==> src/gpm_consts.svh <==
// Constants of the shared-pin general-purpose port: offsets, fields, resets
// Summary of operation
// - Each shared pin follows its own select bit, zero giving the peripheral function and one the port bit.
// - Select bits 0 and 1 go with address lines 20 and 21, bits 2 and 3 with timer in and out, bits 4 to 7 with TxD, RxD, CTS and RTS.
// - Every pin can be moved to port use on its own while its sibling pins stay with their peripheral.
// - A peripheral input whose pin is in port use is fed a fixed level suited to it, without disturbing the port pin.
// - A peripheral with all its pins in port use keeps running, just without outside stimulus.
// - A pin in port use is an input while its direction bit is clear and an output while it is set.
// - Reset clears all direction and select bits so every pin comes up as a peripheral pin.
// - Writes to the data register with byte lane 0 enabled land in the output latch, which never reaches a pin set as input.
// - An output pin is driven from its latch bit and reads back the latch bit.
// - An input pin reads back the level present on the pin, not the latch.
// - The data register may be written at any time and reading input pins never alters the latch.
// - Turning a pin from input to output drives the value already held in its latch at once.
`ifndef GPM_CONSTS_SVH
`define GPM_CONSTS_SVH

// Port and bus widths
`define GPM_PORT_W      8
`define GPM_ADDR_W      12
`define GPM_DATA_W      32

// Register indices; the byte address is four times the index
`define GPM_IDX_SELECT  10'h1C1
`define GPM_IDX_DIR     10'h1C5
`define GPM_IDX_DATA    10'h1C9

// Reset values
`define GPM_SEL_RST     8'h00
`define GPM_DIR_RST     8'h00
`define GPM_RD_ZERO     32'h0000_0000

// Pin positions
`define GPM_PIN_ADDR_LO 0
`define GPM_PIN_ADDR_HI 1
`define GPM_PIN_TMR_IN  2
`define GPM_PIN_TMR_OUT 3
`define GPM_PIN_TXD     4
`define GPM_PIN_RXD     5
`define GPM_PIN_CTS     6
`define GPM_PIN_RTS     7

// Pins that are peripheral inputs, and the level each is tied to
`define GPM_IN_MASK     8'h64
`define GPM_TIE_LEVELS  8'h60

`endif

==> src/gpm_pkg.sv <==
// Types shared by the shared-pin port design
package gpm_pkg;

   // Bus slave states, one-hot
   typedef enum logic [1:0] {
      GPM_ST_IDLE = 2'b01,
      GPM_ST_ACK  = 2'b10
   } gpm_bus_state_e;

   // Which register an access hits
   typedef enum logic [3:0] {
      GPM_SEL_NONE = 4'b0001,
      GPM_SEL_FUNC = 4'b0010,
      GPM_SEL_DIR  = 4'b0100,
      GPM_SEL_DATA = 4'b1000
   } gpm_reg_sel_e;

   // Word-aligned hit test of a byte address against a register index
   function automatic logic reg_hit(input logic [11:0] paddr,
                                    input logic [9:0]  idx);
      return paddr == {idx, 2'b00};
   endfunction

endpackage

==> src/gpm_apb_slave.sv <==
// APB handshake: one wait state, then a single-cycle pready
`timescale 1ns/10ps
module gpm_apb_slave (
   // Clock and reset
   input  wire logic pclk,
   input  wire logic presetn,
   // APB control
   input  wire logic psel,
   input  wire logic penable,
   input  wire logic pwrite,
   // Handshake out
   output logic      pready,
   output logic      rd_capture,
   output logic      wr_commit
);

   gpm_pkg::gpm_bus_state_e state_q;
   gpm_pkg::gpm_bus_state_e state_d;

   // One wait state gives a full cycle to register read data
   always_comb begin
      state_d = state_q;
      unique case (state_q)
         gpm_pkg::GPM_ST_IDLE: begin
            if (psel && penable) begin
               state_d = gpm_pkg::GPM_ST_ACK;
            end
         end
         gpm_pkg::GPM_ST_ACK: begin
            state_d = gpm_pkg::GPM_ST_IDLE;
         end
         default: begin
            state_d = gpm_pkg::GPM_ST_IDLE;
         end
      endcase
   end

   // State register
   always_ff @(posedge pclk or negedge presetn) begin
      if (!presetn) begin
         state_q <= gpm_pkg::GPM_ST_IDLE;
      end else begin
         state_q <= state_d;
      end
   end

   // Strobes toward the register file
   assign pready     = (state_q == gpm_pkg::GPM_ST_ACK) && psel && penable;
   assign rd_capture = (state_q == gpm_pkg::GPM_ST_IDLE) && psel && penable
                       && !pwrite;
   assign wr_commit  = pready && pwrite;

endmodule // gpm_apb_slave

==> src/gpm_pin_cell.sv <==
// One shared pin: peripheral or port routing, input tie, read-back bit
`timescale 1ns/10ps
module gpm_pin_cell #(
   parameter logic IS_INPUT  = 1'b0,
   parameter logic TIE_LEVEL = 1'b0
) (
   // Configuration
   input  wire logic sel,
   input  wire logic dir,
   input  wire logic latch,
   // Peripheral side
   input  wire logic periph_out,
   input  wire logic periph_oe,
   output logic      periph_in,
   // Pad side
   input  wire logic pad_in,
   output logic      pad_out,
   output logic      pad_oe,
   // Read-back
   output logic      rd_bit
);

   // Port use follows the direction bit, peripheral use its own enable
   assign pad_oe  = sel ? dir : (periph_oe && !IS_INPUT);
   // Drive zero whenever the pad is released so the latch never leaks
   assign pad_out = pad_oe && (sel ? latch : periph_out);

   // Peripheral keeps running on a fixed level when the pin is taken
   assign periph_in = sel ? TIE_LEVEL : pad_in;

   // Outputs read the latch, inputs read the live pin
   assign rd_bit = (sel && dir) ? latch : pad_in;

endmodule // gpm_pin_cell

==> src/gpm_port.sv <==
// Shared-pin general-purpose port with APB register access
`timescale 1ns/10ps
`include "gpm_consts.svh"
module gpm_port #(
   parameter int PORT_W = `GPM_PORT_W
) (
   // Clock and reset
   input  wire logic                   pclk,
   input  wire logic                   presetn,
   // APB slave
   input  wire logic                   psel,
   input  wire logic                   penable,
   input  wire logic                   pwrite,
   input  wire logic [`GPM_ADDR_W-1:0] paddr,
   input  wire logic [`GPM_DATA_W-1:0] pwdata,
   input  wire logic [3:0]             pstrb,
   output logic      [`GPM_DATA_W-1:0] prdata,
   output logic                        pready,
   output logic                        pslverr,
   // Address core, dedicated outputs
   input  wire logic                   upper_address_line_twenty,
   input  wire logic                   upper_address_line_twentyone,
   // Timer
   input  wire logic                   timer_output_pin,
   output logic                        timer_input_pin,
   // Serial port
   input  wire logic                   txd_from_uart,
   input  wire logic                   rts_n_from_uart,
   output logic                        rxd_to_uart,
   output logic                        cts_n_to_uart,
   // Shared pads
   input  wire logic [PORT_W-1:0]      pad_in,
   output logic      [PORT_W-1:0]      pad_out,
   output logic      [PORT_W-1:0]      pad_oe
);

   // Configuration registers
   logic [PORT_W-1:0]      pin_function_select_q;
   logic [PORT_W-1:0]      port_direction_q;
   logic [PORT_W-1:0]      port_data_latch_q;
   logic [`GPM_DATA_W-1:0] prdata_q;

   // Bus strobes
   logic                   rd_capture;
   logic                   wr_commit;
   gpm_pkg::gpm_reg_sel_e  reg_sel;

   // Per-pin routing vectors
   logic [PORT_W-1:0]      periph_out_vec;
   logic [PORT_W-1:0]      periph_oe_vec;
   logic [PORT_W-1:0]      periph_in_vec;
   logic [PORT_W-1:0]      rd_vec;
   logic [PORT_W-1:0]      wr_byte;

   // Handshake timing lives in a small slave
   gpm_apb_slave u_apb (
      .pclk       (pclk),
      .presetn    (presetn),
      .psel       (psel),
      .penable    (penable),
      .pwrite     (pwrite),
      .pready     (pready),
      .rd_capture (rd_capture),
      .wr_commit  (wr_commit)
   );

   // Address decode shared by reads and writes
   always_comb begin
      if (gpm_pkg::reg_hit(paddr, `GPM_IDX_SELECT)) begin
         reg_sel = gpm_pkg::GPM_SEL_FUNC;
      end else if (gpm_pkg::reg_hit(paddr, `GPM_IDX_DIR)) begin
         reg_sel = gpm_pkg::GPM_SEL_DIR;
      end else if (gpm_pkg::reg_hit(paddr, `GPM_IDX_DATA)) begin
         reg_sel = gpm_pkg::GPM_SEL_DATA;
      end else begin
         reg_sel = gpm_pkg::GPM_SEL_NONE;
      end
   end

   // Unmapped words answer with an error, never a silent write
   assign pslverr = pready && (reg_sel == gpm_pkg::GPM_SEL_NONE);

   // Only lane 0 carries data; a write with that lane off stores nothing
   assign wr_byte = pwdata[PORT_W-1:0];

   // Function select: each bit stands alone
   always_ff @(posedge pclk or negedge presetn) begin
      if (!presetn) begin
         pin_function_select_q <= `GPM_SEL_RST;
      end else if (wr_commit && pstrb[0]
                   && reg_sel == gpm_pkg::GPM_SEL_FUNC) begin
         pin_function_select_q <= wr_byte;
      end
   end

   // Direction bits
   always_ff @(posedge pclk or negedge presetn) begin
      if (!presetn) begin
         port_direction_q <= `GPM_DIR_RST;
      end else if (wr_commit && pstrb[0]
                   && reg_sel == gpm_pkg::GPM_SEL_DIR) begin
         port_direction_q <= wr_byte;
      end
   end

   // Output latch: no reset, so software loads it before enabling outputs
   always_ff @(posedge pclk) begin
      if (wr_commit && pstrb[0]
          && reg_sel == gpm_pkg::GPM_SEL_DATA) begin
         port_data_latch_q <= wr_byte;
      end
   end

   // Read data is registered in the wait state, a cycle before pready
   always_ff @(posedge pclk or negedge presetn) begin
      if (!presetn) begin
         prdata_q <= `GPM_RD_ZERO;
      end else if (rd_capture) begin
         unique case (reg_sel)
            gpm_pkg::GPM_SEL_FUNC: begin
               prdata_q <= {{(`GPM_DATA_W-PORT_W){1'b0}},
                            pin_function_select_q};
            end
            gpm_pkg::GPM_SEL_DIR: begin
               prdata_q <= {{(`GPM_DATA_W-PORT_W){1'b0}},
                            port_direction_q};
            end
            gpm_pkg::GPM_SEL_DATA: begin
               prdata_q <= {{(`GPM_DATA_W-PORT_W){1'b0}}, rd_vec};
            end
            gpm_pkg::GPM_SEL_NONE: begin
               prdata_q <= `GPM_RD_ZERO;
            end
         endcase
      end
   end

   assign prdata = prdata_q;

   // Dedicated functions on each pin; inputs never drive their pad
   always_comb begin
      periph_out_vec = {PORT_W{1'b0}};
      periph_oe_vec  = ~`GPM_IN_MASK;
      periph_out_vec[`GPM_PIN_ADDR_LO] = upper_address_line_twenty;
      periph_out_vec[`GPM_PIN_ADDR_HI] = upper_address_line_twentyone;
      periph_out_vec[`GPM_PIN_TMR_OUT] = timer_output_pin;
      periph_out_vec[`GPM_PIN_TXD]  = txd_from_uart;
      periph_out_vec[`GPM_PIN_RTS]  = rts_n_from_uart;
   end

   // Inputs handed back to the peripherals, tied when the pin is taken
   assign timer_input_pin = periph_in_vec[`GPM_PIN_TMR_IN];
   assign rxd_to_uart     = periph_in_vec[`GPM_PIN_RXD];
   assign cts_n_to_uart   = periph_in_vec[`GPM_PIN_CTS];

   // One cell per pin; tie level comes from the pin's function
   for (genvar i = 0; i < PORT_W; i++) begin : g_pin
      gpm_pin_cell #(
         .IS_INPUT  (1'(`GPM_IN_MASK >> i)),
         .TIE_LEVEL (1'(`GPM_TIE_LEVELS >> i))
      ) u_cell (
         .sel        (pin_function_select_q[i]),
         .dir        (port_direction_q[i]),
         .latch      (port_data_latch_q[i]),
         .periph_out (periph_out_vec[i]),
         .periph_oe  (periph_oe_vec[i]),
         .periph_in  (periph_in_vec[i]),
         .pad_in     (pad_in[i]),
         .pad_out    (pad_out[i]),
         .pad_oe     (pad_oe[i]),
         .rd_bit     (rd_vec[i])
      );
   end

   // Helper masks for the checks
   logic [PORT_W-1:0] port_out_m;
   logic [PORT_W-1:0] port_in_m;
   assign port_out_m = pin_function_select_q & port_direction_q;
   assign port_in_m  = pin_function_select_q & ~port_direction_q;
endmodule // gpm_port

==> config.mk <==
export PLATFORM = sky130hd
export DESIGN_NAME = gpm_port
export DESIGN_NICKNAME = d
export VERILOG_FILES = /design/src/gpm_pkg.sv /design/src/gpm_apb_slave.sv /design/src/gpm_pin_cell.sv /design/src/gpm_port.sv
export VERILOG_INCLUDE_DIRS = /design/src
export SDC_FILE = /design/constraint.sdc
export NUM_CORES = 1
export LEC_CHECK = 0
export BUFFER_PORTS_ARGS = -buffer_cell sky130_fd_sc_hd__buf_2
export CORE_MARGIN = 2
export CORE_UTILIZATION = 44
export CTS_CLUSTER_DIAMETER = 150
export DETAILED_ROUTE_END_ITERATION = 16
export PLACE_DENSITY = 0.8
export SETUP_SLACK_MARGIN = 0.4
export SYNTH_ARGS = -nofsm -noshare
export SYNTH_HDL_FRONTEND = slang
export SYNTH_HIERARCHICAL = 1
export SYNTH_SLANG_ARGS = --single-unit
==> constraint.sdc <==
create_clock -name pclk -period 3.1 [get_ports pclk]
set_input_delay 0 -clock pclk [delete_from_list [all_inputs] [get_ports pclk]]
set_output_delay 0 -clock pclk [all_outputs]
set_load 0.05 [all_outputs]
==> results.md <==
| Quantity | Reported | Unit |
|---|---|---|
| Post-route clock skew | 0.00543 | ns |
| Worst Setup Start Kind | flop | - |
| Root Buffer Master | clkbuf_8 | - |
| Quantity of gates resized following cts | 0 | - |
| Worst-case hold slack | 0.0594 | ns |
| Instance area after placement | 2400 | um^2 |
| HPWL reported at the end of detailed placement | 3200 | um |
| Remaining number of nets flagged by the antenna check after routing | 0 | - |
| Reg-to-reg critical path startpoint | u_apb/state_q[0] | - |
| Standard cell with the maximum stage delay on the critical path | and4_1 | - |
| Antenna diode instance count | 0 | - |
| Highest clock frequency the design can meet | 495 | MHz |
| Global-route wire length before repair | 7510 | um |
| Routability congestion estimate from global placement | 0.758 | - |
| Required time at the worst-slack endpoint | 3.26 | ns |
| Clock insertion delay at the later pin of the skew report | 0.28 | ns |
| Share of cells above drive strength 1 | 38.7 | % |
| Antenna violations before repair | 0 | - |
| Total Wirelength | 4550 | um |
| Area Growth Syn to Fin | 27.1 | % |
| DR iter-0 viols | 74 | - |
| Status | completed | - |
| Largest fanout of any net on the critical path | 8 | - |
| Overall routing resource usage | 19.0 | % |
| Routed len/inst | 13.6 | um |
| Placeable core region | 4410 | um^2 |
| Top Ports | 119 | - |
| Final Setup Violations | 0 | - |
| Width of the chip | 72.2 | um |
| Final Instance Area | 2600 | um^2 |
| First-pass iteration count of the detailed router | 5 | - |
| Routed vias/inst | 4.97 | - |
| Worst R2R Path Depth | 5 | - |
| Fin. max-slew vios | 0 | - |
| Arrival time reported for the critical path endpoint | 2.19 | ns |
| Chip Height | 72.2 | um |
| Nature of the critical path endpoint | flop | - |
| Peak supply drop | 0.309 | mV |
| Unrepaired setup endpoints after global routing | no | - |
| Layout net count | 347 | - |
| Clock tree from TritonCTS | yes | - |
| Kind of path behind the tightest hold check | in2reg | - |
| Port Buffers | 67 | - |
| Switching power total | 294 | uW |
| Cell Chain, Critical Path | and4b_1 > and2_1 > and2_1 > and4_1 > mux2_2 | - |
| Static Leakage | 1.38 | nW |
| Summed instance area of the synthesized netlist | 2040 | um^2 |
| Clock power share | 33.7 | % |
| Internal power summed over all cells | 689 | uW |
| Power density relative to cell area | 378 | nW/um^2 |
| Clock transition time at the flip-flop clock pins of the worst setup and hold paths | 0.06 | ns |
| Initial Util | 46.3 | % |
| Crit Path Category | reg2reg | - |
| Reg power frac | 46.9 | % |
| Crit path largest cell delay | 0.52 | ns |
| Number of global-route vias before repair | 1560 | - |
| Vias after detailed routing | 1659 | - |
| Share of total power in combinational logic | 19.4 | % |
| Number of DRC violations after detailed routing | 0 | - |
| Shortest clock period the worst path allows after layout | 2.02 | ns |
| Slew at the pin closest to its max-slew limit | 0.748 | ns |
| Max-Slew Margin vs Limit | 50.0 | % |
| Count of endpoints failing hold in the final timing report | 0 | - |
| Maximum clock path buffer count | 2 | - |
| Syn Area/Cell | 10.8 | um^2 |
| Crit-path most repeated cell | and2_1 | - |
| CP Launch Point | u_apb/state_q[0] | - |
| Setup Total Neg Slack | 0 | ns |
| Count of maximum capacitance violations | 0 | - |
| Number of setup buffers added after CTS | 0 | - |
| Number of levels in the clock H-tree | 2 | - |
| Yosys warning count | 6 | - |
| Number of cells on the worst hold path | 3 | - |
| Finished Core Util | 58.8 | % |
| Largest net degree at the start of global routing | 27 | - |
| Global route overflow | 0 | - |
| Final cycle utilization of the critical path | 65.2 | % |
| Full die area | 5210 | um^2 |
| Number of core rows | 24 | - |
| Proportion of total power due to net switching | 29.9 | % |
| Hold Buf Count CTS | 11 | - |
| Number of clock sinks | 34 | - |
| Hold Startpoint | psel | - |
| Total clock buffers created by CTS | 5 | - |
| Count of mapped cells out of synthesis | 190 | - |
==> power by group through the flow <==
stage / clock (mW) / combinational, mW / sequential [mW]
floorplan: 0 / 0.149 / 0.470
global placement: 0 / 0.178 / 0.470
detailed placement: 0 / 0.179 / 0.470
CTS: 0.343 / 0.190 / 0.461
global route: 0.364 / 0.204 / 0.461
finish: 0.331 / 0.190 / 0.461
==> critical path, delay by kind of cell, from the launching register on <==
| family | cells | cell delay, ns |
|---|---|---|
| multiplexers | 1 | 0.39 |
| flip-flops | 1 | 0.37 |
| AND/OR/NAND/NOR | 4 | 1.15 |
==> through the flow <==
step	instances	setup slack [ns]	power (mW)
2_1_floorplan	222	0.515	0.619
3_3_place_gp	315	1.09	0.647
3_5_place_dp	315	1.07	0.649
5_1_grt	334	0.961	1.03
4_1_cts	334	1.05	0.994
6_report	334	1.08	0.982
==> sequential cells by signal, summed over array words and instances, names as in the netlist <==
register               count
port_data_latch_q          8
prdata                     8
pin_function_select_q      8
port_direction_q           8
u_apb/state_q              2
==> final timing paths <==
check                                            to  slack (ns)
min in group asynchronous       port_direction_q[0]        0.26
worst min register to register  port_direction_q[5]        0.55
max in group asynchronous          u_apb/state_q[1]        2.45
worst max-delay path            port_direction_q[3]        1.08
worst min-delay path               u_apb/state_q[1]        0.06
worst max register to register  port_direction_q[3]        1.08
==> layout by cell type, fill, tap and decap left out <==
cell and instances:
o21ai_0 18, or2_1 2, clkbuf_1 1, clkbuf_8 6, and2b_2 1, nor2b_1 10
buf_4 4, o41a_1 1, and2_4 3, and2_1 11, nor4_4 1, nor3b_1 1
a22oi_1 8, mux2_2 16, buf_2 67, a21bo_1 5, edfxtp_1 8, inv_1 6
nor4_2 1, mux2_4 3, nor4b_1 1, nor2_1 1, nand2_1 12, clkinv_2 1
dfrtp_1 25, nand3_1 5, conb_1 34, dlygate4sd3_1 11, nor4b_4 1, nand4_4 1
a41oi_1 8, and4_1 1, and3_2 3, dfstp_2 1, nand4b_1 2, and4b_1 2
==> layout make-up <==
cell class | count | area [um^2]
Inverter | 6 | 22.5
Sequential cell | 34 | 892
Multi-Input combinational cell | 152 | 1050
Tap cell | 52 | 65.1
Clock buffer | 7 | 86.3
Fill cell | 381 | 1820
Timing Repair Buffer | 82 | 475
Clock inverter | 1 | 5.00
==> routing by layer <==
layer	vias to the layer above	share of wire [%]	wire length, um	global-route usage (%)
li1	810	-	-	-
met1	774	43	1970	24.3
met2	73	49	2230	31.8
met3	2	7.3	330	5.56
met4	0	0.35	16	4.40
met5	-	0	0	0
Power figures use the tool's default switching activity.
